**config.mk**
```make
export PLATFORM = sky130hd
export DESIGN_NAME = dcsrp_port
export DESIGN_NICKNAME = d
export VERILOG_FILES = /design/src/dcsrp_pkg.sv /design/src/dcsrp_port.sv /design/src/dcsrp_sync.sv
export VERILOG_INCLUDE_DIRS = /design/src
export SDC_FILE = /design/constraint.sdc
export NUM_CORES = 1
export LEC_CHECK = 0
export BUFFER_PORTS_ARGS = -buffer_cell sky130_fd_sc_hd__clkbuf_2
export CORE_MARGIN = 8
export CORE_UTILIZATION = 40
export CTS_BUF_LIST = sky130_fd_sc_hd__clkbuf_16
export CTS_CLUSTER_DIAMETER = 200
export CTS_CLUSTER_SIZE = 16
export DETAILED_ROUTE_END_ITERATION = 8
export MAX_ROUTING_LAYER = met4
export PLACE_DENSITY = 0.56
export SYNTH_ARGS = -nofsm -noshare
export SYNTH_HDL_FRONTEND = slang
export SYNTH_HIERARCHICAL = 1
export SYNTH_SLANG_ARGS = --single-unit
```
**constraint.sdc**
```tcl
create_clock -name ref_clk -period 3.9 [get_ports ref_clk]
set_input_delay 0.39 -clock ref_clk [delete_from_list [all_inputs] [get_ports ref_clk]]
set_output_delay 0.39 -clock ref_clk [all_outputs]
set_load 0.01 [all_outputs]
```
**src/dcsrp_consts.svh**
```systemverilog
// Purpose: Offsets, field positions, reset values and counts of the serial register port
// Assumes: Included by bare name from the package and the top module
// Notes: Definitions only
`ifndef DCSRP_CONSTS_SVH
`define DCSRP_CONSTS_SVH

// ----------------------------------------
// Frame layout
// ----------------------------------------
`define DCSRP_FRAME_BITS 16
`define DCSRP_CNT_W 5
`define DCSRP_CMD_BIT 15
`define DCSRP_ADDR_HI 14
`define DCSRP_ADDR_LO 8
`define DCSRP_DATA_HI 7
`define DCSRP_DATA_LO 0
`define DCSRP_CMD_READ 1'h1
`define DCSRP_CMD_WRITE 1'h0

// ----------------------------------------
// Register offsets
// ----------------------------------------
`define DCSRP_ADDR_GENERAL_CTRL 7'h00
`define DCSRP_ADDR_OUTPUT_DRIVER_ADJUST 7'h01
`define DCSRP_ADDR_LAUNCH_AMPLITUDE_CTRL 7'h02
`define DCSRP_ADDR_MUTE_REF_CTRL 7'h03
`define DCSRP_ADDR_SPARE_4 7'h04
`define DCSRP_ADDR_SPARE_5 7'h05
`define DCSRP_ADDR_CABLE_LENGTH_ESTIMATE 7'h06
`define DCSRP_ADDR_SPARE_7 7'h07
`define DCSRP_NUM_REGS 8

// ----------------------------------------
// General control fields
// ----------------------------------------
`define DCSRP_GEN_CARRIER_BIT 7
`define DCSRP_GEN_MUTE_BIT 6
`define DCSRP_GEN_BYPASS_BIT 5
`define DCSRP_GEN_SLEEP_HI 4
`define DCSRP_GEN_SLEEP_LO 3
`define DCSRP_GEN_DRVSEL_BIT 2
`define DCSRP_SLEEP_ALWAYS_ON 2'h0
`define DCSRP_SLEEP_ON_NO_INPUT 2'h1
`define DCSRP_SLEEP_FORCED 2'h2
`define DCSRP_SLEEP_RESERVED 2'h3

// ----------------------------------------
// Launch amplitude field
// ----------------------------------------
`define DCSRP_LAUNCH_ATTEN_BIT 7

// ----------------------------------------
// Reset values
// ----------------------------------------
`define DCSRP_RST_MUTE 1'h0
`define DCSRP_RST_BYPASS 1'h0
`define DCSRP_RST_SLEEP 2'h1
`define DCSRP_RST_DRVSEL 1'h0
`define DCSRP_RST_SWING 2'h2
`define DCSRP_RST_CMODE 2'h2
`define DCSRP_RST_DEEMPH_EN 1'h0
`define DCSRP_RST_DEEMPH_LVL 2'h0
`define DCSRP_RST_LAUNCH 1'h0
`define DCSRP_RST_BYTE 8'h00

`endif

```
**src/dcsrp_pkg.sv**
```systemverilog
// Purpose: Types shared by the serial register port
// Assumes: dcsrp_consts.svh on the include path
// Notes: Types only; numbers live in the header
`default_nettype none
`include "dcsrp_consts.svh"

package dcsrp_pkg;

  // ----------------------------------------
  // Output driver settings
  // ----------------------------------------
  typedef struct packed {
    logic [1:0] swing;
    logic [1:0] cmode;
    logic deemph_en;
    logic [1:0] deemph_lvl;
  } dcsrp_drv_t;

  // ----------------------------------------
  // General control settings
  // ----------------------------------------
  typedef struct packed {
    logic mute;
    logic bypass;
    logic [1:0] sleep;
    logic drv_sel;
  } dcsrp_gen_t;

  // ----------------------------------------
  // Whole state of the port
  // ----------------------------------------
  typedef struct packed {
    logic ss_prev;
    logic sck_prev;
    logic [`DCSRP_FRAME_BITS-1:0] shift;
    logic [`DCSRP_CNT_W-1:0] cnt;
    logic miso;
    logic miso_oe;
    dcsrp_gen_t gen;
    dcsrp_drv_t drv0;
    dcsrp_drv_t drv1;
    logic launch;
    logic [`DCSRP_NUM_REGS-1:0][7:0] misc;
    logic sleep_active;
    logic out_muted;
    logic eq_bypassed;
  } dcsrp_state_t;

endpackage

`default_nettype wire

```
**src/dcsrp_port.sv**
```systemverilog
// Purpose: Daisy-chainable serial register port of a video cable equalizer
// Assumes: ref_clk at 40 MHz, serial clock well below a third of it
// Notes: Serial clock is sampled, not used as a clock
//
// Summary of operation
// - Serial access only while mode input high
// - Eight 8-bit registers behind the port
// - Frame is 16 bits, bounded by select
// - Read/write bit, 7-bit address, 8 data
// - Sample input rising, change output falling
// - Previous frame shifts out during new one
// - Output driven only while select low
// - Write commits when select returns high
// - Read captures register at select rise
// - Read data in last eight output bits
// - Driver select bit picks driver register
// - Bits 7:6 swing, reset 10
// - Bits 5:4 common mode, reset 10
// - Bit 3 de-emphasis on, 2:1 level
// - Launch bit 7 selects 6 dB input
// - Cable length register reports estimate
// - General bit 7 reports carrier
// - Mute bit 6, bypass bit 5, mute wins
// - Sleep bits 4:3, sleep overrides all
`timescale 1ns/1ps
`default_nettype none
`include "dcsrp_consts.svh"

module dcsrp_port
  import dcsrp_pkg::*;
#(
  parameter int FRAME_BITS = `DCSRP_FRAME_BITS
) (
  input wire logic ref_clk,
  input wire logic arst_n,
  input wire logic spi_en,
  input wire logic sck,
  input wire logic ss_n,
  input wire logic mosi,
  output logic miso_o,
  output logic miso_oe,
  input wire logic carrier_detect,
  input wire logic [7:0] cable_length_value,
  output dcsrp_drv_t video_out_a_cfg,
  output dcsrp_drv_t video_out_b_cfg,
  output logic launch_atten,
  output logic [7:0] mute_ref_code,
  output logic sleep_active,
  output logic out_muted,
  output logic eq_bypassed
);

  // ----------------------------------------
  // Elaboration check
  // ----------------------------------------
  // The field layout fixes the frame at sixteen bits
  generate
    if (FRAME_BITS != `DCSRP_FRAME_BITS)
    begin : g_bad_frame
      $error("dcsrp_port: frame length must be 16");
    end
  endgenerate

  // ----------------------------------------
  // Reset release
  // ----------------------------------------
  logic [1:0] rst_sync_reg;
  logic rst_n;

  always_ff @(posedge ref_clk or negedge arst_n)
  begin
    if (!arst_n)
    begin
      rst_sync_reg <= 2'h0;
    end
    else
    begin
      rst_sync_reg <= {rst_sync_reg[0], 1'h1};
    end
  end

  assign rst_n = rst_sync_reg[1];

  // ----------------------------------------
  // Pin synchronisers
  // ----------------------------------------
  logic [4:0] pins_s;
  logic [7:0] cli_s;
  logic en_s;
  logic ss_s;
  logic sck_s;
  logic mosi_s;
  logic cd_s;

  dcsrp_sync #(
    .W(5),
    .RST_VAL(5'h08)
  ) u_sync_pins (
    .clk(ref_clk),
    .rst_n(rst_n),
    .din({spi_en, ss_n, sck, mosi, carrier_detect}),
    .dout(pins_s)
  );

  // Slow-moving estimate; a torn sample only costs one stale read
  dcsrp_sync #(
    .W(8),
    .RST_VAL(8'h00)
  ) u_sync_cli (
    .clk(ref_clk),
    .rst_n(rst_n),
    .din(cable_length_value),
    .dout(cli_s)
  );

  assign en_s = pins_s[4];
  assign ss_s = pins_s[3];
  assign sck_s = pins_s[2];
  assign mosi_s = pins_s[1];
  assign cd_s = pins_s[0];

  // ----------------------------------------
  // State and next state
  // ----------------------------------------
  dcsrp_state_t state_reg;
  dcsrp_state_t state_next;

  logic sel_fall;
  logic sel_rise;
  logic sck_rise;
  logic sck_fall;
  logic active;
  logic [6:0] addr;
  logic [7:0] wdata;
  logic [7:0] rdata;
  dcsrp_drv_t drv_cur;
  dcsrp_drv_t drv_wr;

  assign addr = state_reg.shift[`DCSRP_ADDR_HI:`DCSRP_ADDR_LO];
  assign wdata = state_reg.shift[`DCSRP_DATA_HI:`DCSRP_DATA_LO];

  // ----------------------------------------
  // Read multiplexer
  // ----------------------------------------
  always_comb
  begin
    drv_cur = state_reg.gen.drv_sel ? state_reg.drv1 : state_reg.drv0;
    drv_wr = wdata[7:1];
    rdata = `DCSRP_RST_BYTE;
    unique case (addr)
      `DCSRP_ADDR_GENERAL_CTRL:
      begin
        rdata = {cd_s, state_reg.gen, 2'h0};
      end
      `DCSRP_ADDR_OUTPUT_DRIVER_ADJUST:
      begin
        rdata = {drv_cur, 1'h0};
      end
      `DCSRP_ADDR_LAUNCH_AMPLITUDE_CTRL:
      begin
        rdata = {state_reg.launch, 7'h00};
      end
      `DCSRP_ADDR_CABLE_LENGTH_ESTIMATE:
      begin
        rdata = cli_s;
      end
      `DCSRP_ADDR_MUTE_REF_CTRL, `DCSRP_ADDR_SPARE_4, `DCSRP_ADDR_SPARE_5,
        `DCSRP_ADDR_SPARE_7:
      begin
        rdata = state_reg.misc[addr[2:0]];
      end
      default:
      begin
        rdata = `DCSRP_RST_BYTE;
      end
    endcase
  end

  // ----------------------------------------
  // Serial engine and register file
  // ----------------------------------------
  always_comb
  begin
    state_next = state_reg;
    state_next.ss_prev = ss_s;
    state_next.sck_prev = sck_s;
    // port only live in serial mode
    active = en_s;
    sel_fall = active && state_reg.ss_prev && !ss_s;
    sel_rise = active && !state_reg.ss_prev && ss_s;
    sck_rise = active && !ss_s && !state_reg.ss_prev && !state_reg.sck_prev && sck_s;
    sck_fall = active && !ss_s && !state_reg.ss_prev && state_reg.sck_prev && !sck_s;

    state_next.miso_oe = active && !ss_s;

    if (sel_fall)
    begin
      state_next.cnt = '0;
      // first old bit ready before first clock
      state_next.miso = state_reg.shift[`DCSRP_CMD_BIT];
    end

    if (sck_rise)
    begin
      state_next.shift = {state_reg.shift[FRAME_BITS-2:0], mosi_s};
      if (state_reg.cnt != 5'h1F)
      begin
        state_next.cnt = state_reg.cnt + 5'h01;
      end
    end

    if (sck_fall)
    begin
      state_next.miso = state_reg.shift[`DCSRP_CMD_BIT];
    end

    // act only on a complete frame
    if (sel_rise && state_reg.cnt >= 5'(FRAME_BITS))
    begin
      // command bit selects read or write
      if (state_reg.shift[`DCSRP_CMD_BIT] == `DCSRP_CMD_READ)
      begin
        // capture read data into low byte
        state_next.shift[`DCSRP_DATA_HI:`DCSRP_DATA_LO] = rdata;
      end
      else
      begin
        unique case (addr)
          `DCSRP_ADDR_GENERAL_CTRL:
          begin
            state_next.gen = wdata[6:2];
          end
          `DCSRP_ADDR_OUTPUT_DRIVER_ADJUST:
          begin
            if (state_reg.gen.drv_sel)
            begin
              state_next.drv1 = drv_wr;
            end
            else
            begin
              state_next.drv0 = drv_wr;
            end
          end
          `DCSRP_ADDR_LAUNCH_AMPLITUDE_CTRL:
          begin
            state_next.launch = wdata[`DCSRP_LAUNCH_ATTEN_BIT];
          end
          `DCSRP_ADDR_MUTE_REF_CTRL, `DCSRP_ADDR_SPARE_4, `DCSRP_ADDR_SPARE_5,
            `DCSRP_ADDR_SPARE_7:
          begin
            state_next.misc[addr[2:0]] = wdata;
          end
          default:
          begin
            // Read-only or unmapped address: write dropped
            state_next.misc = state_reg.misc;
          end
        endcase
      end
    end

    unique case (state_reg.gen.sleep)
      `DCSRP_SLEEP_FORCED:
      begin
        state_next.sleep_active = 1'h1;
      end
      `DCSRP_SLEEP_ON_NO_INPUT:
      begin
        state_next.sleep_active = !cd_s;
      end
      default:
      begin
        // Reserved code treated as always on
        state_next.sleep_active = 1'h0;
      end
    endcase
    state_next.out_muted = !state_next.sleep_active && state_reg.gen.mute;
    state_next.eq_bypassed = !state_next.sleep_active && !state_reg.gen.mute &&
      state_reg.gen.bypass;
  end

  // ----------------------------------------
  // State register
  // ----------------------------------------
  always_ff @(posedge ref_clk or negedge rst_n)
  begin
    if (!rst_n)
    begin
      state_reg.ss_prev <= 1'h1;
      state_reg.sck_prev <= 1'h0;
      state_reg.shift <= 16'h0000;
      state_reg.cnt <= 5'h00;
      state_reg.miso <= 1'h0;
      state_reg.miso_oe <= 1'h0;
      state_reg.gen.mute <= `DCSRP_RST_MUTE;
      state_reg.gen.bypass <= `DCSRP_RST_BYPASS;
      state_reg.gen.sleep <= `DCSRP_RST_SLEEP;
      state_reg.gen.drv_sel <= `DCSRP_RST_DRVSEL;
      // swing and common mode reset to 10
      state_reg.drv0 <= {`DCSRP_RST_SWING, `DCSRP_RST_CMODE, `DCSRP_RST_DEEMPH_EN,
        `DCSRP_RST_DEEMPH_LVL};
      state_reg.drv1 <= {`DCSRP_RST_SWING, `DCSRP_RST_CMODE, `DCSRP_RST_DEEMPH_EN,
        `DCSRP_RST_DEEMPH_LVL};
      state_reg.launch <= `DCSRP_RST_LAUNCH;
      state_reg.misc <= '0;
      state_reg.sleep_active <= 1'h0;
      state_reg.out_muted <= 1'h0;
      state_reg.eq_bypassed <= 1'h0;
    end
    else
    begin
      state_reg <= state_next;
    end
  end

  // ----------------------------------------
  // Outputs
  // ----------------------------------------
  assign miso_o = state_reg.miso;
  assign miso_oe = state_reg.miso_oe;
  assign video_out_a_cfg = state_reg.drv0;
  assign video_out_b_cfg = state_reg.drv1;
  assign launch_atten = state_reg.launch;
  assign mute_ref_code = state_reg.misc[3];
  assign sleep_active = state_reg.sleep_active;
  assign out_muted = state_reg.out_muted;
  assign eq_bypassed = state_reg.eq_bypassed;

endmodule

`default_nettype wire

```
**src/dcsrp_sync.sv**
```systemverilog
// Purpose: Three-stage input synchroniser with agreement filter
// Assumes: Inputs asynchronous to clk
// Notes: Output moves only when stages two and three agree
`timescale 1ns/1ps
`default_nettype none

module dcsrp_sync #(
  parameter int W = 1,
  parameter logic [W-1:0] RST_VAL = '0
) (
  input wire logic clk,
  input wire logic rst_n,
  input wire logic [W-1:0] din,
  output logic [W-1:0] dout
);

  // A zero-width synchroniser has nothing to carry
  generate
    if (W < 1)
    begin : g_bad_width
      $error("dcsrp_sync: width must be at least 1");
    end
  endgenerate

  // Index 0..2 are the stages, index 3 the filtered output
  logic [3:0][W-1:0] state_reg;
  logic [3:0][W-1:0] state_next;

  always_comb
  begin
    state_next[0] = din;
    state_next[1] = state_reg[0];
    state_next[2] = state_reg[1];
    state_next[3] = state_reg[3];
    for (int i = 0; i < W; i++)
    begin
      if (state_reg[1][i] == state_reg[2][i])
      begin
        state_next[3][i] = state_reg[2][i];
      end
    end
  end

  // Constant reset keeps idle levels from glitching the edge finders
  always_ff @(posedge clk or negedge rst_n)
  begin
    if (!rst_n)
    begin
      state_reg <= {4{RST_VAL}};
    end
    else
    begin
      state_reg <= state_next;
    end
  end

  assign dout = state_reg[3];

endmodule

`default_nettype wire
```
After elaboration in Yosys (flattened, before gate mapping) --
Cells that the tools add are included.
Storage, ports and cells: flip-flop bits (word level) 166, input port bits 15, output and inout port bits 28, logic and storage cells 124
Operators by class: add/sub/neg operators 1, order comparisons 3, eq/ne operators 23, muxes and demuxes 14, bitwise gates (word level) 2, reductions and logical operators 30
Operator list (count):
- 64-bit bitwise mux | 1
- 8-bit case mux with 5 select lines | 1
- 8-bit two-way mux | 4
- 7-bit by 3-bit == test with 1-bit output (second input constant) | 4
- 8-bit binary-select mux with 3-bit select | 1
- 8-bit demux with 3-bit select | 1
- 1-bit logical AND | 15
- 7-bit by 2-bit == test with 1-bit output (second input constant) | 2
- 1-bit == test | 13
- 13-bit two-way mux | 1
- 3-bit AND reduction | 3
- 4-bit AND reduction | 2
- 7-bit by 1-bit == test with 1-bit output (second input constant) | 1
- 1-bit zero test | 7
- 7-bit zero test | 1
- 7-bit two-way mux | 1
- 6-bit two-way mux | 1
- 5-bit by 1-bit adder with 5-bit output (second input constant) | 1
- 5-bit >= comparator (second input constant) | 1
- 5-bit two-way mux | 1
- 5-bit inequality test (second input constant) | 1
- 3-bit by 4-bit less-than comparator with 1-bit output (second input constant) | 1
- 4-bit OR reduction | 1
- 3-bit by 1-bit >= comparator with 1-bit output (second input constant) | 1
- other kinds (6) | 7

Longest topological paths before layout --
depth in word-level cells 8, depth in mapped cells 7, mapped depth without buffers 6

Hierarchy --
Netlist, hierarchy kept.
Modules (own cells, without submodules):
- dcsrp_port | times used 1, cells each 337, area an instance 4072.7 µm², seq. area each 2059.5 µm²
- dcsrp_sync at u_sync_cli | times used 1, cells each 48, area an instance 950.9 µm², seq. area each 800.8 µm²
- dcsrp_sync at u_sync_pins | times used 1, cells each 30, area an instance 599.3 µm², seq. area each 505.5 µm²

Worst setup path after synthesis --
No wires, ideal clock.
path type register -> register, start point reg u_sync_pins.state_reg (netlist bit u_sync_pins/dout[3]), end point reg state_reg (netlist bit mute_ref_code[1]), library setup time 125 ps, data arrival time 1763 ps, data required time 3775 ps, slack 2012 ps, stages on the path, launching flop included 8, path buffers 3, period minus slack after synthesis 1888 ps, cells stage by stage dfstp_2 -> buf_4 -> and4b_1 -> and3_1 -> buf_4 -> nor2b_1 -> buf_4 -> mux2_2
Between the ends: longest elaborated chain between the ends 3
RTL lines:
- start: declaration | line dcsrp_sync.sv:26 | logic [3:0][W-1:0] state_reg;
- start signal: assignment | line dcsrp_sync.sv:49 | state_reg <= {4{RST_VAL}};
- start signal: assignment | line dcsrp_sync.sv:53 | state_reg <= state_next;
- 1-bit logical AND | line dcsrp_port.sv:190 | sel_rise = active && !state_reg.ss_prev && ss_s;
- 1-bit logical AND | line dcsrp_port.sv:218 | if (sel_rise && state_reg.cnt >= 5'(FRAME_BITS))
- 3-bit AND reduction (no line)
- end signal: assignment | line dcsrp_port.sv:312 | state_reg <= state_next;
- end: declaration | line dcsrp_port.sv:125 | dcsrp_state_t state_reg;
Every way passes these cells. A chain may end at the register's enable or synchronous reset.

Worst setup path in the final report --
start point reg state_reg (netlist bit addr[3]), end point reg state_reg (netlist bit mute_ref_code[5])
Between the ends: longest elaborated chain between the ends 3, elaborated cells between the ends (all ways) 6, classes of those cells 4 x eq/ne; 2 x reduce/logical
RTL lines:
- 7-bit by 2-bit == test with 1-bit output or 7-bit by 3-bit == test with 1-bit output (tied branches) | line dcsrp_port.sv:228 | unique case (addr)
- 4-bit OR reduction * | line dcsrp_port.sv:228
- 3-bit AND reduction (no line) *
Every way passes the cells marked *; elsewhere a longest branch is shown, timed or not.

==> key figures <==
Outcome
  • Status: finished, final reports clean

Clock tree
  • Post-cts sizing count: 0
  • Num CTS Buffers: 17
  • Clock sink count: 134
  • CTS clk-pin slew, worst paths: 0.05 ns
  • CTS hold repair buffers: 1
  • H-tree levels: 4
  • Post-CTS Setup Inserts: 0
  • CTS tree: done
  • CTS max path bufs: 2
  • Root Buffer: clkbuf_16
  • Clk_lat worst skew: 0.41 ns

Logic synthesis
  • Mux share of post-synthesis cell area: 16.0%
  • Synth Area in Compound Gates: 6.48%
  • Synth Area in Adders: 3.49%
  • Post-synth top area share: 55.2%
  • EDFF count, synth: 0
  • Synthesized area per cell: 13.5 um2
  • Register area share after synthesis: 59.9%
  • Post-synthesis xor/xnor area fraction: 0.156%
  • Synth Area in Simple Gates: 7.63%
  • Syn Inst Count: 415
  • Synth top area cells: dfrtp_1 55%, mux2_2 12%, buf_4 4.9%, dfstp_2 4.7%, mux2i_1 3.2%
  • Post-Syn Area: 5620 um2
  • Syn_nets: 434
  • Yosys warning count: 6
  • Largest family of logic cells by synthesized area: multiplexers
  • Synth unique cells: 47
  • Area leader, netlist: dfrtp_1
  • Flop and latch count out of synthesis: 134
  • FFs w/ async S/R, synth: 100%
  • Post-synth top flop: dfrtp_1

Layout
  • Ant diodes: 0
  • Fraction of layout cells with a size suffix above 1: 38.1%
  • Final nets: 447
  • Max reg flops: 38
  • P&R area growth vs syn: 12.1%
  • Post-route insts no fill: 621

Setup path
  • Max stage delay on crit path: 0.62 ns
  • Crit path required time: 4.20 ns
  • Worst setup EP type: flip-flop
  • Cell family with most CP delay: simple AND/OR/NAND/NOR gates
  • CP Launch Type: flip-flop
  • Buf/Inv on CP: 0
  • CP max FO: 8
  • Crit path cell chain: nor4_4, and3_1, nor2b_1, mux2_2
  • WP data arrival: 2.66 ns
  • Slack of the worst reg-to-reg path: 1.54 ns
  • R2r endpoint: mute_ref_code[5]$_DFFE_PN0P_
  • Slowest stage cell, crit path: nor2b_1
  • Kind of critical path: flip-flop to flip-flop
  • R2R cell count: 4
  • Worst r2r src: addr[3]$_DFFE_PN0P_

Worst hold path
  • HP Class: input port to flip-flop
  • Hold EP: u_sync_pins/state_next[8]$_DFF_PN1_
  • Hold depth: 1
  • Min-delay src: ss_n

GRT
  • GRT overflow: 0
  • Vias in the first global route: 3415
  • Initial antenna violation count: 0
  • Gr usage total: 13.7%
  • Pin count of the biggest net entering global routing: 76
  • First-pass GRT wire length: 18.5 mm

Detailed routing
  • Via density: 5.09
  • Antenna viol nets, final: 0
  • Routed WL per cell: 17.7 um
  • Router iterations before antenna repair: 4
  • # DRC: 0
  • Vias: 3161
  • Iter 0 DRT Violations: 167
  • Total wire length: 11.0 mm

Timing
  • Crit share post-route: 60.6%
  • Worst Tran Pin Value: 1.01 ns
  • Final hold violation count: 0
  • FMAX: 423 MHz
  • RSZ-0062 raised after global routing: no
  • Setup violations, final: 0
  • Clock skew: 0.00943 ns
  • Post-route minimum period: 2.36 ns
  • Slew Viols, Final: 0
  • Slew margin rel.: 32.5%
  • Final setup TNS: 0 ns

Die
  • Io pins: 43
  • Core area: 13800 um2
  • Die area: 18100 um2
  • Row count: 43
  • Initial Util: 40.7%
  • Chip Height: 135 um
  • Die Wd: 135 um

Pwr
  • Leak pwr: 2.92 nW
  • Logic pwr share: 2.9%
  • Sequential power share: 49.5%
  • Internal Power: 2.41 mW
  • Power Dens Cells: 491 nW/um2
  • Power share of the clock group: 47.7%
  • Switch share: 22.0%
  • Worst VDD drop: 308 uV
  • Final Power: 3.09 mW
  • Sw Pwr: 0.679 mW

Flow run
  • Max cap viols: 0

Placed design
  • Detailed Place HPWL: 7.53 mm
  • DP Cell Count: 588
  • Gp weighted congestion: 0.828
  • Input/output buffers: 42
==> power groups by stage <==
stage	Combinational [mW]	Sequential, mW	Clock [mW]
2_1_floorplan	0.0769	1.53	0
3_3_place_gp	0.0871	1.55	0
3_5_place_dp	0.0894	1.56	0
4_1_cts	0.0905	1.53	1.51
5_1_grt	0.100	1.54	1.58
6_report	0.0884	1.53	1.47
==> Yosys cell counts, types with 9 or more instances <==
cell type	instances
buf_4	37
maj3_2	13
a21oi_1	12
a22oi_1	9
nand2_1	15
clkbuf_1	11
dfrtp_1	124
o21ai_0	15
mux2_2	62
nor2_1	10
mux2i_1	18
nand3_1	13
dfstp_2	10
==> layer usage <==
layer	GRT usage, %	wire [um]
met5	-	0
met4	5.93	210
met3	4.49	492
met2	19.8	5050
met1	17.2	5240
==> kinds of logic (layout without fill, tap and decap cells) <==
family | after synthesis | after routing
fa+ha+maj | 17 | 17
flops | 134 | 134
compound gates | 56 | 56
buf+inv | 56 | 82
xor+xnor | 1 | 1
mux | 82 | 82
other cells | 1 | 1
simple gates | 68 | 68
==> area by class of cell <==
type	instances	area [um2]
Clock inverter	15	123
Multi-Input combinational cell	225	1900
Tap cell	180	225
Inverter	4	15.0
Sequential cell	134	3370
Fill cell	1264	7520
Clock buffer	17	425
Timing Repair Buffer	46	243
==> worst max-delay path by stage <==
stage / start / to / depth (start not counted)
floorplan: rst_sync_reg[1]$_DFF_PN0_ / addr[0]$_DFFE_PN0P_ / 0
detailed placement: addr[3]$_DFFE_PN0P_ / mute_ref_code[4]$_DFFE_PN0P_ / 4
global placement: addr[3]$_DFFE_PN0P_ / mute_ref_code[2]$_DFFE_PN0P_ / 4
global route: addr[1]$_DFFE_PN0P_ / mute_ref_code[2]$_DFFE_PN0P_ / 3
finish: addr[3]$_DFFE_PN0P_ / mute_ref_code[5]$_DFFE_PN0P_ / 4
CTS: addr[3]$_DFFE_PN0P_ / mute_ref_code[4]$_DFFE_PN0P_ / 4
==> per-stage QoR <==
step	area [um2]	hold WS, ns	util [%]	worst slack [ns]
after floorplan	5620	0.0944	-	1.68
after global placement	5750	0.177	41.6	1.57
after detailed placement	5750	0.180	41.6	1.53
after CTS	6300	0.0366	45.6	1.51
after global routing	6300	0.0428	45.6	1.38
final	6300	0.0570	45.6	1.54
==> layout by cell type, fill, tap and decap left out, types with 3 or more instances in the layout <==
| master | Yosys | final |
|---|---|---|
| a21o_1 | 4 | 4 |
| a21oi_1 | 12 | 12 |
| a22oi_1 | 9 | 9 |
| and3_1 | 4 | 4 |
| buf_4 | 37 | 3 |
| clkbuf_16 | 0 | 17 |
| clkbuf_2 | 0 | 42 |
| clkinv_1 | 0 | 3 |
| clkinv_2 | 0 | 5 |
| dfrtp_1 | 124 | 123 |
| dfstp_2 | 10 | 10 |
| ha_1 | 4 | 4 |
| inv_1 | 4 | 7 |
| maj3_2 | 13 | 13 |
| mux2_2 | 62 | 62 |
| mux2i_1 | 18 | 18 |
| nand2_1 | 15 | 15 |
| nand2b_1 | 3 | 3 |
| nand3_1 | 13 | 13 |
| nor2_1 | 10 | 10 |
| nor2b_1 | 5 | 5 |
| o21ai_0 | 15 | 15 |
| o221ai_1 | 4 | 4 |
| o22ai_1 | 3 | 3 |
Note: power is estimated with default switching activity, not from simulation.
